$ cat src/design/pgcb_pkg.sv
// Constants for the global event configuration bank.
// Assumes a 25 MHz system clock; all timeouts are whole milliseconds.
package pgcb_pkg;

  // ---------------------------------------------------------------
  // Register map
  // ---------------------------------------------------------------
  localparam logic [7:0] GLOBAL_EVENT_CONFIG = 8'h17;
  localparam logic [7:0] GLOBAL_EVENT_RESET  = 8'h80;
  localparam int IRQ_OUTPUT_ENABLE_BIT       = 7;
  localparam int WIDE_ACCESS_SELECT_BIT      = 5;
  localparam int MULTI_LEVEL_PRIORITY_BIT    = 4;
  localparam int CLASS_CHANGE_ONLY_BIT       = 3;
  localparam int DETECT_CHANGE_ONLY_BIT      = 2;

  // ---------------------------------------------------------------
  // Geometry
  // ---------------------------------------------------------------
  localparam int CHANNELS      = 8;
  localparam int HALF_CHANNELS = 4;
  localparam int RESULT_W      = 4;
  localparam int MS_W          = 10;

  // ---------------------------------------------------------------
  // Timing
  // ---------------------------------------------------------------
  localparam int SYS_CLK_PERIOD_NS = 40;
  localparam int TICK_PERIOD_NS    = 1000000;
  localparam int TICK_CYCLES       = TICK_PERIOD_NS / SYS_CLK_PERIOD_NS;
  localparam logic [MS_W-1:0] FOUR_PAIR_EXTRA_MS = 10'h006;
  localparam logic [MS_W-1:0] DROPOUT_SEL0_MS    = 10'h168;
  localparam logic [MS_W-1:0] DROPOUT_SEL1_MS    = 10'h05a;
  localparam logic [MS_W-1:0] DROPOUT_SEL2_MS    = 10'h0b4;
  localparam logic [MS_W-1:0] DROPOUT_SEL3_MS    = 10'h2d0;
  localparam logic [MS_W-1:0] MS_COUNT_MAX       = 10'h3ff;

endpackage

$ cat src/design/pgcb_config_bank.sv
// Global event configuration register of an eight-channel PSE with its
// interrupt gating, event flag policy and power status fault clearing.
// Assumes the serial front end decodes command code and half select, and
// that all channel inputs come from logic on sys_clk.
//
// How it works
// - A limit, overload, dropout or startup fault clears both power flags.
// - Current-limit fault only after the programmed time has fully elapsed.
// - Four-pair overload cut waits the programmed time plus six ms.
// - Command 17h reads and writes one data byte of configuration.
// - Bit 7 resets high; low masks the pending interrupt of the half that copy governs.
// - Interrupt enable never touches event flag capture.
// - Bit 5 high selects sixteen-bit access on the even address.
// - Bit 5 low gives eight-bit access as two four-channel halves.
// - Bit 5 in the channel 1-4 copy alone switches the device.
// - Bit 4 selects three-bit or one-bit shutdown priority.
// - Bit 3 high sets class flag only when the class result changes.
// - Bit 2 high sets detect flag only when the detect result changes.
// - Dropout select 00/01/10/11 gives 360/90/180/720 ms.
// - Dropout counter stops at zero and never wraps.
`timescale 1ns/100ps

module pgcb_config_bank #(
  parameter int unsigned TICK_CYCLES = pgcb_pkg::TICK_CYCLES
) (
  input  wire logic        sys_clk,
  input  wire logic        reset,
  input  wire logic [7:0]  reg_cmd,
  input  wire logic        reg_half,
  input  wire logic        reg_wr,
  input  wire logic        reg_rd,
  input  wire logic [7:0]  reg_wdata,
  output logic      [7:0]  reg_rdata,
  input  wire logic [1:0]  irq_pending,
  output logic             irq_n,
  output logic             wide_access_select,
  output logic      [1:0]  multi_level_priority_select,
  input  wire logic [7:0]  class_done,
  input  wire logic [31:0] class_result,
  input  wire logic [7:0]  class_clear,
  output logic      [7:0]  class_event_flag,
  input  wire logic [7:0]  detect_done,
  input  wire logic [31:0] detect_result,
  input  wire logic [7:0]  detect_clear,
  output logic      [7:0]  detect_event_flag,
  input  wire logic [7:0]  power_grant,
  input  wire logic [7:0]  current_limit_active,
  input  wire logic [7:0]  overload_active,
  input  wire logic [7:0]  four_pair,
  input  wire logic [7:0]  mps_present,
  input  wire logic [7:0]  startup_timeout,
  input  wire logic [7:0]  current_limit_timeout,
  input  wire logic [7:0]  overload_timeout,
  input  wire logic [1:0]  signature_dropout_timeout,
  output logic      [7:0]  power_good_flag,
  output logic      [7:0]  power_enable_flag
);

  localparam int NCH = pgcb_pkg::CHANNELS;
  localparam int MSW = pgcb_pkg::MS_W;
  localparam int RW  = pgcb_pkg::RESULT_W;

  // ---------------------------------------------------------------
  // Helpers
  // ---------------------------------------------------------------
  function automatic int half_of(input int ch);
    return ch / pgcb_pkg::HALF_CHANNELS;
  endfunction

  function automatic logic [MSW-1:0] dropout_ms(input logic [1:0] sel);
    case (sel)
      2'h0:    return pgcb_pkg::DROPOUT_SEL0_MS;
      2'h1:    return pgcb_pkg::DROPOUT_SEL1_MS;
      2'h2:    return pgcb_pkg::DROPOUT_SEL2_MS;
      default: return pgcb_pkg::DROPOUT_SEL3_MS;
    endcase
  endfunction

  function automatic logic [MSW-1:0] count_up(input logic [MSW-1:0] v);
    return (v == pgcb_pkg::MS_COUNT_MAX) ? v : MSW'(v + 1'b1);
  endfunction

  // ---------------------------------------------------------------
  // Millisecond tick
  // ---------------------------------------------------------------
  logic [15:0] tick_cnt;
  logic [15:0] next_tick_cnt;
  logic        ms_tick;

  always_comb begin
    ms_tick       = (tick_cnt == 16'(TICK_CYCLES - 1));
    next_tick_cnt = ms_tick ? 16'h0000 : 16'(tick_cnt + 1'b1);
  end

  always_ff @(posedge sys_clk) begin
    if (reset) begin
      tick_cnt <= 16'h0000;
    end else begin
      tick_cnt <= next_tick_cnt;
    end
  end

  // ---------------------------------------------------------------
  // Configuration register, one copy per four-channel half
  // ---------------------------------------------------------------
  logic [7:0] cfg [2];
  logic [7:0] next_cfg [2];
  logic [7:0] next_rdata;
  logic       hit;
  logic       sel_half;
  logic [7:0] eff [2];

  always_comb begin
    hit      = (reg_cmd == pgcb_pkg::GLOBAL_EVENT_CONFIG);
    // Wide mode has one address, so the low copy answers for both
    sel_half = reg_half & ~cfg[0][pgcb_pkg::WIDE_ACCESS_SELECT_BIT];
    next_cfg = cfg;
    next_rdata = reg_rdata;
    if (reg_wr && hit) begin
      next_cfg[sel_half] = reg_wdata;
    end
    if (reg_rd) begin
      next_rdata = hit ? cfg[sel_half] : 8'h00;
    end
    // Wide mode lets the low copy govern all eight channels
    eff[0] = cfg[0];
    eff[1] = cfg[0][pgcb_pkg::WIDE_ACCESS_SELECT_BIT] ? cfg[0] : cfg[1];
  end

  always_ff @(posedge sys_clk) begin
    if (reset) begin
      cfg[0]    <= pgcb_pkg::GLOBAL_EVENT_RESET;
      cfg[1]    <= pgcb_pkg::GLOBAL_EVENT_RESET;
      reg_rdata <= 8'h00;
    end else begin
      cfg       <= next_cfg;
      reg_rdata <= next_rdata;
    end
  end

  // ---------------------------------------------------------------
  // Interrupt gate and mode outputs
  // ---------------------------------------------------------------
  logic next_irq_n;

  always_comb begin
    next_irq_n = ~((irq_pending[0] &
                    eff[0][pgcb_pkg::IRQ_OUTPUT_ENABLE_BIT]) |
                   (irq_pending[1] &
                    eff[1][pgcb_pkg::IRQ_OUTPUT_ENABLE_BIT]));
  end

  always_ff @(posedge sys_clk) begin
    if (reset) begin
      irq_n                       <= 1'b1;
      wide_access_select          <= 1'b0;
      multi_level_priority_select <= 2'h0;
    end else begin
      irq_n <= next_irq_n;
      // Only the low copy matters; the high copy bit is ignored
      wide_access_select <=
        cfg[0][pgcb_pkg::WIDE_ACCESS_SELECT_BIT];
      multi_level_priority_select <=
        {eff[1][pgcb_pkg::MULTI_LEVEL_PRIORITY_BIT],
         eff[0][pgcb_pkg::MULTI_LEVEL_PRIORITY_BIT]};
    end
  end

  // ---------------------------------------------------------------
  // Detection and classification event flags
  // ---------------------------------------------------------------
  logic [RW-1:0] last_class [NCH];
  logic [RW-1:0] last_detect [NCH];
  logic [RW-1:0] next_last_class [NCH];
  logic [RW-1:0] next_last_detect [NCH];
  logic [7:0]    next_class_flag;
  logic [7:0]    next_detect_flag;
  logic [7:0]    class_set;
  logic [7:0]    detect_set;

  // Capture never looks at the interrupt enable bit
  always_comb begin
    next_last_class  = last_class;
    next_last_detect = last_detect;
    for (int ch = 0; ch < NCH; ch++) begin
      class_set[ch] = class_done[ch] &
        (~eff[half_of(ch)][pgcb_pkg::CLASS_CHANGE_ONLY_BIT] |
         (class_result[ch*RW +: RW] != last_class[ch]));
      detect_set[ch] = detect_done[ch] &
        (~eff[half_of(ch)][pgcb_pkg::DETECT_CHANGE_ONLY_BIT] |
         (detect_result[ch*RW +: RW] != last_detect[ch]));
      if (class_done[ch]) begin
        next_last_class[ch] = class_result[ch*RW +: RW];
      end
      if (detect_done[ch]) begin
        next_last_detect[ch] = detect_result[ch*RW +: RW];
      end
    end
    // A set in the clearing cycle survives
    next_class_flag  = (class_event_flag & ~class_clear) | class_set;
    next_detect_flag = (detect_event_flag & ~detect_clear) | detect_set;
  end

  always_ff @(posedge sys_clk) begin
    if (reset) begin
      class_event_flag  <= 8'h00;
      detect_event_flag <= 8'h00;
      for (int ch = 0; ch < NCH; ch++) begin
        last_class[ch]  <= 4'h0;
        last_detect[ch] <= 4'h0;
      end
    end else begin
      class_event_flag  <= next_class_flag;
      detect_event_flag <= next_detect_flag;
      last_class        <= next_last_class;
      last_detect       <= next_last_detect;
    end
  end

  // ---------------------------------------------------------------
  // Fault timers and power status
  // ---------------------------------------------------------------
  logic [MSW-1:0] lim_cnt [NCH];
  logic [MSW-1:0] ovl_cnt [NCH];
  logic [MSW-1:0] dro_cnt [NCH];
  logic [MSW-1:0] next_lim_cnt [NCH];
  logic [MSW-1:0] next_ovl_cnt [NCH];
  logic [MSW-1:0] next_dro_cnt [NCH];
  logic [MSW-1:0] ovl_limit [NCH];
  logic [7:0]     fault;
  logic [7:0]     next_pg;
  logic [7:0]     next_pe;

  always_comb begin
    for (int ch = 0; ch < NCH; ch++) begin
      ovl_limit[ch] = MSW'(overload_timeout) +
        (four_pair[ch] ? pgcb_pkg::FOUR_PAIR_EXTRA_MS : 10'h000);
      next_lim_cnt[ch] = !current_limit_active[ch] ? 10'h000 :
        (ms_tick ? count_up(lim_cnt[ch]) : lim_cnt[ch]);
      next_ovl_cnt[ch] = !overload_active[ch] ? 10'h000 :
        (ms_tick ? count_up(ovl_cnt[ch]) : ovl_cnt[ch]);
      // Reload while current is seen; count down only when powered
      if (!power_enable_flag[ch] || mps_present[ch]) begin
        next_dro_cnt[ch] = dropout_ms(signature_dropout_timeout);
      end else if (ms_tick && dro_cnt[ch] != 10'h000) begin
        next_dro_cnt[ch] = MSW'(dro_cnt[ch] - 1'b1);
      end else begin
        next_dro_cnt[ch] = dro_cnt[ch];
      end
      // Strict compare: a partial first tick never shortens the wait
      fault[ch] =
        (current_limit_active[ch] &&
         lim_cnt[ch] > MSW'(current_limit_timeout)) ||
        (overload_active[ch] && ovl_cnt[ch] > ovl_limit[ch]) ||
        (power_enable_flag[ch] && !mps_present[ch] &&
         dro_cnt[ch] == 10'h000) ||
        startup_timeout[ch];
    end
    // Fault beats a grant arriving in the same cycle
    next_pg = (power_good_flag | power_grant) & ~fault;
    next_pe = (power_enable_flag | power_grant) & ~fault;
  end

  always_ff @(posedge sys_clk) begin
    if (reset) begin
      power_good_flag   <= 8'h00;
      power_enable_flag <= 8'h00;
      for (int ch = 0; ch < NCH; ch++) begin
        lim_cnt[ch] <= 10'h000;
        ovl_cnt[ch] <= 10'h000;
        dro_cnt[ch] <= pgcb_pkg::DROPOUT_SEL0_MS;
      end
    end else begin
      power_good_flag   <= next_pg;
      power_enable_flag <= next_pe;
      lim_cnt           <= next_lim_cnt;
      ovl_cnt           <= next_ovl_cnt;
      dro_cnt           <= next_dro_cnt;
    end
  end
endmodule // pgcb_config_bank

$ cat config.mk
export PLATFORM = sky130hd
export DESIGN_NAME = pgcb_config_bank
export DESIGN_NICKNAME = d
export VERILOG_FILES = /design/src/design/pgcb_pkg.sv /design/src/design/pgcb_config_bank.sv
export SDC_FILE = /design/constraint.sdc
export NUM_CORES = 1
export LEC_CHECK = 0
export BUFFER_PORTS_ARGS = -buffer_cell sky130_fd_sc_hd__clkbuf_2
export CAP_MARGIN = 20
export CORE_AREA = 8 8 259 236
export DETAILED_ROUTE_END_ITERATION = 8
export DIE_AREA = 0 0 267 244
export GPL_TIMING_DRIVEN = 0
export PLACE_DENSITY = 0.7
export SYNTH_ARGS = -nofsm -noshare
export SYNTH_HDL_FRONTEND = slang
export SYNTH_SLANG_ARGS = --single-unit
$ cat constraint.sdc
create_clock -name sys_clk -period 2.9 [get_ports sys_clk]
set_input_delay 0.29 -clock sys_clk [delete_from_list [all_inputs] [get_ports sys_clk]]
set_output_delay 0.29 -clock sys_clk [all_outputs]
set_load 0.02 [all_outputs]
==> results of run 1 <==
placed cells by master, fill, tap and decap left out, types with 11 or more instances in the layout:
master / Yosys / layout
a2111oi_0: 18 / 13
a211oi_1: 30 / 28
a21o_1: 30 / 30
a21oi_1: 128 / 128
a311oi_1: 11 / 11
a31oi_1: 19 / 19
and2_1: 13 / 13
and3_1: 16 / 16
buf_1: 24 / 20
buf_2: 10 / 14
clkbuf_1: 60 / 57
clkbuf_16: 0 / 44
clkbuf_2: 0 / 214
clkbuf_8: 0 / 15
dfxtp_1: 380 / 380
diode_2: 0 / 13
dlygate4sd3_1: 0 / 102
ha_1: 177 / 177
inv_1: 106 / 105
mux2i_1: 105 / 105
nand2_1: 193 / 192
nand2b_1: 39 / 39
nand3_1: 81 / 81
nand4_1: 83 / 83
nor2_1: 370 / 369
nor2b_1: 23 / 23
nor3_1: 76 / 76
nor4_1: 75 / 74
nor4b_2: 14 / 15
o211ai_1: 17 / 17
o21ai_0: 69 / 69
o21bai_1: 13 / 13
o31ai_1: 17 / 17
or2_2: 13 / 13
or3_1: 19 / 19
or4_1: 15 / 15
xnor2_1: 168 / 168
xor2_1: 86 / 86
sequential cells by signal, indices dropped and copies added (netlist names), 8 cells and up:
signal and cells:
dro_cnt 80, lim_cnt 80, ovl_cnt 80, last_class 32, last_detect 32, cfg 16, tick_cnt 16, class_event_flag 8
detect_event_flag 8, power_enable_flag 8, power_good_flag 8, reg_rdata 8
worst min-delay path, stage by stage:
cell      delay [ns]
clkbuf_2        0.10
o211ai_1        0.09
nor2_1          0.08
cell type report:
class	instances	area [um2]	area share, %
diodes	13	32.5	0.120
multi-input cells	2057	14000	51.8
clock buffers	66	1330	4.93
repair buffers	319	2130	7.89
inverters	108	409	1.51
flip-flops and latches	380	7610	28.1
plain buffers	98	444	1.64
well taps	765	957	3.54
clock inverters	13	123	0.453
worst max-delay path by stage:
stage	start	to	slack, ns	cells past startpoint
6_report	tick_cnt[11]$_SDFF_PP0_	dro_cnt[79]$_SDFFE_PP0P_	0.10	6
5_1_grt	overload_timeout[2]	power_enable_flag[3]$_SDFF_PP0_	-0.005	12
4_1_cts	tick_cnt[11]$_SDFF_PP0_	dro_cnt[55]$_SDFFE_PP1P_	0.01	8
3_5_place_dp	overload_timeout[4]	power_good_flag[4]$_SDFF_PP0_	-1.58	10
3_3_place_gp	overload_timeout[4]	power_good_flag[4]$_SDFF_PP0_	-1.58	10
2_1_floorplan	overload_timeout[4]	power_enable_flag[4]$_SDFF_PP0_	0.15	10
power by group:
group          switching, mW  internal (mW)  total [mW]
logic                  0.800          0.594        1.39
registers              0.130           5.37        5.50
clock network           2.36           3.28        5.64
routing by layer:
layer	GRT usage, %	up-vias
met5	0	-
met4	9.34	6
met3	4.14	179
met2	32.9	766
met1	27.9	9933
li1	-	10252
per-stage QoR:
stage	setup WS, ns	hold WS [ns]	power [mW]	utilization, %	instance area [um2]
6_report	0.103	0.0298	12.5	47.8	27100
5_1_grt	-0.00516	0.0584	13.0	47.8	27100
4_1_cts	0.0125	0.00168	12.6	47.7	27000
3_5_place_dp	-1.58	0.459	6.83	43.1	24400
3_3_place_gp	-1.58	0.436	6.81	43.1	24400
2_1_floorplan	0.148	0.415	6.37	-	22400
timing repair:
| action | CTS | global route |
|---|---|---|
| setup endpoints to repair | 72 | 92 |
| endpoints found under the hold margin | 112 | 0 |
| hold buffers | 102 | 0 |
| pin swaps | 1 | 0 |
| buffers inserted | 5 | 0 |
| resized for setup | 22 | 32 |
kinds of logic after synthesis:
| group | share of synthesized area (%) |
|---|---|
| AOI/OAI and AO/OA | 12.7 |
| xor gates and xnor gates | 9.94 |
| adders and majority gates | 10.6 |
| buffers and inverters | 3.69 |
| DFF | 34.0 |
| muxes | 4.70 |
| and+or+nand+nor | 24.4 |
==> flow_summary.json, run 1 <==
{
  "gp_congestion": 0.879,
  "crit_path_top_delay_cell": "or4_1",
  "nets": 3378,
  "rsz0062_at_grt": "true",
  "synth_area_leaders": "dfxtp_1 (34%), ha_1 (9.9%), xnor2_1 (6.6%), nor2_1 (6.2%), mux2i_1 (4.7%)",
  "dpl.hpwl_um": 49400,
  "worstReg2RegEnd": "dro_cnt[79]$_SDFFE_PP0P_",
  "vias": 21136,
  "grt_use_total_pct": 21.0,
  "clock_path_buffers": 3,
  "drive_gt1_share_pct": 12.3,
  "slew-limit-headroom_pct": 19.4,
  "final.setup.tns_ns": 0,
  "tightest_slew_ns": 1.21,
  "whs_path_depth": 3,
  "met2_wirelength_um": 32400,
  "drt_iter0_markers": 1391,
  "hold_viol_final": 0,
  "synth_cells": 2644,
  "top_layer": "met5",
  "cts_sinks": 380,
  "antenna_found_initial": 14,
  "setup_violations": 0,
  "critical_path_arrival_ns": 3.22,
  "grt.overflow.total": 0,
  "power_density_mw_per_mm2": 463,
  "fin_skew_ns": 0.0275,
  "ys_warn_count": 0,
  "crit_chain": "or4_1 -> or4_4 -> buf_2 -> buf_2 -> o311ai_0 -> a31oi_1",
  "numCtsBuffers": 44,
  "start_util_pct": 39.5,
  "ant_nets": 0,
  "instances_no_fill": 3819,
  "clock-root-buffer": "clkbuf_16",
  "ys_ff_latch": 380,
  "synth-edff-count": 0,
  "firstDrtPassIters": 5,
  "htree_levels": 2,
  "hold_end": "power_good_flag[7]$_SDFF_PP0_",
  "cpLargestDelayFamily": "simple AND/OR/NAND/NOR gates",
  "reg2reg_slack_ns": 0.10,
  "synth_top_area_share_pct": 34.0,
  "ys_seq_area_share_pct": 34.0,
  "dieArea_mm2": 0.0651,
  "layout_min_cycle_time_ns": 2.80,
  "required_ns": 3.33,
  "grt_max_degree": 20,
  "post-place-cells": 3620,
  "yosysMostFrequentCell": "dfxtp_1",
  "pin_count": 229,
  "post-route-period-util_pct": 96.4,
  "finalMaxSlewViolations": 0,
  "die_w_um": 267,
  "critPathLaunchType": "register",
  "hold_start": "power_grant[7]",
  "fp-row-count": 83,
  "insertion_delay_ns": 0.59,
  "viasPerCell": 5.53,
  "cap_violations": 0,
  "outcome": "finished, final reports clean",
  "p_leak_nw": 10.6,
  "irDropWorstVdd_mv": 0.439,
  "coreArea_mm2": 0.0566,
  "area_delta_synth_final_pct": 20.9,
  "grt_pass1_vias": 20030,
  "drc": 0,
  "hold_path.class": "in2reg",
  "crit_fanout": 10,
  "routedWlPerCell_um": 18.7,
  "synth.top_cells.by_count": "dfxtp_1 (380), nor2_1 (370), nand2_1 (193)",
  "wl_met1_um": 31100,
  "io_buffers": 208,
  "cp-end-kind": "register",
  "avgSynthCellArea_um2": 8.47,
  "synthDistinctLibCells": 74,
  "crit_buf_inv": 2,
  "path_common_cell": "buf_2",
  "reg2regPathDepth": 6,
  "r2r_start": "tick_cnt[11]$_SDFF_PP0_",
  "synth_top_cell_by_area": "dfxtp_1",
  "fill_cells": 5377,
  "synthFlopType": "dfxtp_1",
  "fmax_mhz": 358,
  "cts_tree": "yes",
  "cts.clk_slew.worst_paths_ns": 0.06,
  "dr_wl_met3_um": 5170,
  "syn_area_mm2": 0.0224,
  "async_flop_share_pct": 0,
  "cp_slowest_stage_delay_ns": 0.59,
  "grt_pass1_wl_um": 110000,
  "worstSetupPathType": "reg2reg",
  "drt-total-wl_um": 71300,
  "die-height_um": 244,
  "syn-num-nets": 3014
}
No activity file was read; power rests on OpenSTA's default activity.
==> inputs of run 2 (changes only) <==
--- a/config.mk
+++ b/config.mk
@@ -7,11 +7,12 @@
 export LEC_CHECK = 0
 export BUFFER_PORTS_ARGS = -buffer_cell sky130_fd_sc_hd__clkbuf_2
 export CAP_MARGIN = 20
-export CORE_AREA = 8 8 259 236
+export CORE_AREA = 8 8 233 212
+export CTS_BUF_LIST = sky130_fd_sc_hd__clkbuf_4 sky130_fd_sc_hd__clkbuf_8 sky130_fd_sc_hd__clkbuf_16
 export DETAILED_ROUTE_END_ITERATION = 8
-export DIE_AREA = 0 0 267 244
+export DIE_AREA = 0 0 241 220
 export GPL_TIMING_DRIVEN = 0
-export PLACE_DENSITY = 0.7
+export PLACE_DENSITY = 0.79
 export SYNTH_ARGS = -nofsm -noshare
 export SYNTH_HDL_FRONTEND = slang
 export SYNTH_SLANG_ARGS = --single-unit
==> constraint.sdc (replaced) <==
create_clock -name sys_clk -period 2.6 [get_ports sys_clk]
set_input_delay 0.26 -clock sys_clk [delete_from_list [all_inputs] [get_ports sys_clk]]
set_output_delay 0.26 -clock sys_clk [all_outputs]
set_load 0.02 [all_outputs]
==> flow_summary.json, run 2 (synthesis results as in run 1) <==
{
  "outcome": "complete, but fails checks",
  "violations": "setup timing",
  "io_buffers": 208,
  "critPathLaunchType": "register",
  "tightest_slew_ns": 1.36,
  "insertion_delay_ns": 0.59,
  "irDropWorstVdd_mv": 0.462,
  "crit_path_top_delay_cell": "or4_4",
  "p_leak_nw": 10.8,
  "drt_iter0_markers": 2416,
  "drc": 0,
  "rsz0062_at_grt": "true",
  "final_common_cell": "dfxtp_1",
  "grt.overflow.total": 0,
  "crit_fanout": 10,
  "pin_count": 229,
  "fp-row-count": 74,
  "place_ws_ns": -1.17,
  "fmax_mhz": 382,
  "hold_viol_final": 0,
  "swShare_pct": 26.6,
  "fill_cells": 3547,
  "fin_ws_ns": -0.0153,
  "firstDrtPassIters": 6,
  "viasPerCell": 6.10,
  "vias": 22332,
  "area_delta_synth_final_pct": 24.8,
  "post-route-period-util_pct": 101,
  "start_util_pct": 49.5,
  "coreArea_mm2": 0.0452,
  "finalMaxSlewViolations": 0,
  "setup_violations": 1,
  "crit_chain": "or4_4 -> or4_4 -> buf_12 -> buf_12 -> buf_12 -> o311ai_4 -> o211ai_1",
  "grt_use_total_pct": 26.4,
  "slew-limit-headroom_pct": 8.92,
  "numCtsBuffers": 42,
  "cp-end-kind": "register",
  "gp_congestion": 0.933,
  "p_comb_share_pct": 11.4,
  "final_core_util_pct": 61.8,
  "cts_sinks": 380,
  "nets": 3383,
  "critical_path_arrival_ns": 3.05,
  "die-height_um": 220,
  "path_common_cell": "buf_12",
  "p_int_mw": 10.3,
  "fin_skew_ns": 0.0182,
  "worstSetupPathType": "reg2reg",
  "required_ns": 3.03,
  "dpl.hpwl_um": 49900,
  "top_regs": "dro_cnt (80), lim_cnt (80), ovl_cnt (80)",
  "power_mw": 14.1,
  "cap_violations": 0,
  "layout_min_cycle_time_ns": 2.62,
  "clock_path_buffers": 3,
  "grt_pass1_wl_um": 114000,
  "ant_nets": 0,
  "cts_tree": "yes",
  "hold_path.class": "in2reg",
  "drive_gt1_share_pct": 16.1,
  "dieArea_mm2": 0.0530,
  "antenna_found_initial": 7,
  "grt_max_degree": 15,
  "cts.clk_slew.worst_paths_ns": 0.06,
  "clock-root-buffer": "clkbuf_16",
  "die_w_um": 241,
  "most-common-layout-cells": "dfxtp_1 (376), nor2_1 (361), clkbuf_2 (212), nand2_1 (192), ha_1 (177)",
  "htree_levels": 2,
  "p_sw_mw": 3.75,
  "routedWlPerCell_um": 20.5,
  "cp_slowest_stage_delay_ns": 0.62,
  "final.setup.tns_ns": -0.0153,
  "power_density_mw_per_mm2": 505,
  "drt-total-wl_um": 75000,
  "p_clk_share_pct": 45.0,
  "grt_pass1_vias": 22036,
  "seq_power_share_pct": 43.6
}
-- run 2: area by class of cell --
class	count	area (um2)	area share [%]
clock buffer	56	1190	4.27
multi-input combinational	2057	14800	53.1
tap	608	761	2.72
clock inverter	21	263	0.940
buffer	98	602	2.15
timing repair buffer	326	2250	8.04
inverter	108	409	1.46
sequential	380	7610	27.2
antenna	5	12.5	0.0448
-- run 2: worst paths after layout --
check                           slack [ns]                               to  cells after the start              startpoint
worst min register to register        0.46           tick_cnt[0]$_SDFF_PP0_                      1  tick_cnt[0]$_SDFF_PP0_
worst max-delay path                 -0.02         dro_cnt[18]$_SDFFE_PP1P_                      7  tick_cnt[4]$_SDFF_PP0_
worst min-delay path                  0.05  power_enable_flag[2]$_SDFF_PP0_                      3          power_grant[2]
worst max register to register       -0.02         dro_cnt[18]$_SDFFE_PP1P_                      7  tick_cnt[4]$_SDFF_PP0_
-- run 2: power by group through the flow --
stage	Clock (mW)	Combinational, mW	Sequential [mW]
CTS	6.37	1.53	6.13
global placement	0	1.31	6.24
finish	6.35	1.60	6.15
detailed placement	0	1.38	6.25
global route	6.62	1.74	6.16
floorplan	0	0.854	6.26
-- run 2: critical path, delay by kind of cell (launching register included) --
| family | cells | cell delay (ns) |
|---|---|---|
| DFF | 1 | 0.32 |
| buffers and inverters | 3 | 0.52 |
| and+or+nand+nor | 2 | 1.17 |
| AOI/OAI and AO/OA | 2 | 0.44 |
-- run 2: repair_timing --
action                                  CTS  global route
pin swaps                                 1            14
hold endpoints to repair                112             0
gates cloned                              0             2
gates resized for setup                  72           156
hold buffers                            104             0
setup buffers                             5             3
endpoints found under the setup margin  206           149
-- run 2: through the flow --
stage | std cells | instance area (um2) | hold WS [ns]
finish | 3659 | 27900 | 0.0534
global route | 3659 | 27900 | 0.0462
CTS | 3648 | 27000 | 0.0184
detailed placement | 3462 | 24200 | 0.443
global placement | 3460 | 24200 | 0.431
floorplan | 2644 | 22400 | 0.385
-- run 2: per-layer routing --
metal	GRT usage, %	part of all wire [%]
met1	31.7	38
met2	43.4	47
met3	6.13	9.5
met4	14.5	5.2
met5	0	0.040
==> inputs of run 3 (changes only) <==
--- a/config.mk
+++ b/config.mk
@@ -13,6 +13,7 @@
 export DIE_AREA = 0 0 241 220
 export GPL_TIMING_DRIVEN = 0
 export PLACE_DENSITY = 0.79
+export RECOVER_POWER = 100
 export SYNTH_ARGS = -nofsm -noshare
 export SYNTH_HDL_FRONTEND = slang
 export SYNTH_SLANG_ARGS = --single-unit
==> flow_summary.json, run 3 (synthesis results as in run 1) <==
{
  "grt_pass1_vias": 22036,
  "clock_path_buffers": 3,
  "cp-end-kind": "register",
  "r2r_start": "tick_cnt[4]$_SDFF_PP0_",
  "cpLargestDelayFamily": "simple AND/OR/NAND/NOR gates",
  "final_common_cell": "dfxtp_1",
  "reg2reg_slack_ns": -0.01,
  "most-common-layout-cells": "dfxtp_1 (376), nor2_1 (361), nand2_1 (192), ha_1 (177), xnor2_1 (168)",
  "cts.clk_slew.worst_paths_ns": 0.06,
  "vias": 22383,
  "seq_power_share_pct": 43.7,
  "whs_path_depth": 3,
  "fin_area_mm2": 0.0279,
  "reg2regPathDepth": 7,
  "post-route-period-util_pct": 101,
  "outcome": "complete, but fails checks",
  "cts_sinks": 380,
  "grt_pass1_wl_um": 114000,
  "top_regs": "dro_cnt (80), lim_cnt (80), ovl_cnt (80)",
  "top_usage_layer": "met2",
  "p_int_mw": 10.3,
  "cp_slowest_stage_delay_ns": 0.62,
  "firstDrtPassIters": 6,
  "crit_buf_inv": 3,
  "coreArea_mm2": 0.0452,
  "cap_violations": 0,
  "path_common_cell": "buf_12",
  "fin_skew_ns": 0.0217,
  "power_mw": 14.1,
  "layout_min_cycle_time_ns": 2.61,
  "crit_fanout": 11,
  "rsz0062_at_grt": "true",
  "fin_ws_ns": -0.0138,
  "pin_count": 229,
  "hold_viol_final": 0,
  "worst_hold_slack_ns": 0.0407,
  "insertion_delay_ns": 0.59,
  "routedWlPerCell_um": 20.5,
  "die-height_um": 220,
  "viasPerCell": 6.12,
  "required_ns": 3.04,
  "p_clk_share_pct": 45.0,
  "grt_use_met3_pct": 6.13,
  "drive_gt1_share_pct": 14.6,
  "critical_path_arrival_ns": 3.05,
  "critPathLaunchType": "register",
  "drt-total-wl_um": 75000,
  "nets": 3383,
  "cts_tree": "yes",
  "irDropWorstVdd_mv": 0.454,
  "crit_path_top_delay_cell": "or4_4",
  "fp-row-count": 74,
  "grt_util_met2_pct": 43.4,
  "use_met1_pct": 31.7,
  "violations": "setup timing",
  "placed_area_mm2": 0.0242,
  "hold_start": "power_grant[2]",
  "die_w_um": 241,
  "drt_iter0_markers": 2427,
  "worstSetupPathType": "reg2reg",
  "io_buffers": 208,
  "finalMaxSlewViolations": 0,
  "p_leak_nw": 10.7,
  "dpl.hpwl_um": 49900,
  "ant_nets": 0,
  "worstReg2RegEnd": "dro_cnt[18]$_SDFFE_PP1P_",
  "htree_levels": 2,
  "fill_cells": 3579,
  "drc": 0,
  "hold_path.class": "in2reg",
  "grt.overflow.total": 0,
  "antenna_found_initial": 7,
  "hold_end": "power_enable_flag[2]$_SDFF_PP0_",
  "gp_congestion": 0.933,
  "crit_chain": "or4_4 -> or4_4 -> buf_12 -> buf_12 -> buf_12 -> o311ai_4 -> o211ai_1",
  "grt_use_total_pct": 26.4,
  "fmax_mhz": 383,
  "p_comb_share_pct": 11.3,
  "setup_violations": 1,
  "numCtsBuffers": 42,
  "area_delta_synth_final_pct": 24.6,
  "start_util_pct": 49.5,
  "clock-root-buffer": "clkbuf_16",
  "p_sw_mw": 3.74,
  "tightest_slew_ns": 1.34,
  "power_density_mw_per_mm2": 505,
  "dieArea_mm2": 0.0530,
  "swShare_pct": 26.6,
  "slew-limit-headroom_pct": 10.1,
  "grt_max_degree": 15
}
[run 3: cell type report]
class                      instances  area, um2  area share [%]
buffer                            98        602            2.16
sequential                       380       7610            27.3
tap                              608        761            2.73
timing repair buffer             326       2190            7.85
antenna                            6       15.0          0.0538
multi-input combinational       2057      14800            53.2
clock inverter                    21        263           0.942
clock buffer                      56       1190            4.28
inverter                         108        409            1.47
[run 3: how the worst max path moves through the flow]
stage	start	to	cells after the start
detailed placement	overload_timeout[4]	power_good_flag[4]$_SDFF_PP0_	10
CTS	tick_cnt[11]$_SDFF_PP0_	ovl_cnt[37]$_SDFFE_PP0P_	7
finish	tick_cnt[4]$_SDFF_PP0_	dro_cnt[18]$_SDFFE_PP1P_	7
global placement	tick_cnt[11]$_SDFF_PP0_	dro_cnt[51]$_SDFFE_PP0P_	7
floorplan	overload_timeout[2]	power_enable_flag[0]$_SDFF_PP0_	10
global route	lim_cnt[50]$_SDFFE_PP0P_	lim_cnt[50]$_SDFFE_PP0P_	6
[run 3: worst reg2reg max path, cell delays in order, from the launching register on]
cell	delay, ns
dfxtp_2	0.32
or4_4	0.55
or4_4	0.62
buf_12	0.19
buf_12	0.17
buf_12	0.17
o311ai_4	0.31
o211ai_1	0.15
[run 3: routing by layer]
layer / wire length, um / up-vias
li1: - / 10255
met1: 28900 / 10659
met2: 35400 / 1153
met3: 6880 / 312
met4: 3750 / 4
met5: 30 / -
[run 3: repair_timing]
item	CTS	global route
setup endpoints to repair	206	149
pin swaps	1	14
gates resized for setup	72	156
hold endpoints to repair	112	0
buffers inserted	5	3
cloned	0	2
hold buffers	104	0
[run 3: metrics by stage]
step / std cells / util, % / setup TNS (ns) / setup WS (ns)
2_1_floorplan: 2644 / - / 0 / 0.00747
3_3_place_gp: 3460 / 53.5 / -122.59 / -1.52
3_5_place_dp: 3462 / 53.6 / -49.54 / -1.17
4_1_cts: 3648 / 59.8 / -0.225 / -0.0404
5_1_grt: 3659 / 61.7 / -0.733 / -0.0756
6_report: 3660 / 61.7 / -0.0138 / -0.0138
[run 3: power by group through the flow]
| stage | Combinational (mW) | Sequential [mW] | Clock, mW |
|---|---|---|---|
| floorplan | 0.854 | 6.26 | 0 |
| global placement | 1.31 | 6.24 | 0 |
| detailed placement | 1.38 | 6.25 | 0 |
| CTS | 1.53 | 6.13 | 6.37 |
| global route | 1.73 | 6.16 | 6.62 |
| finish | 1.60 | 6.15 | 6.33 |
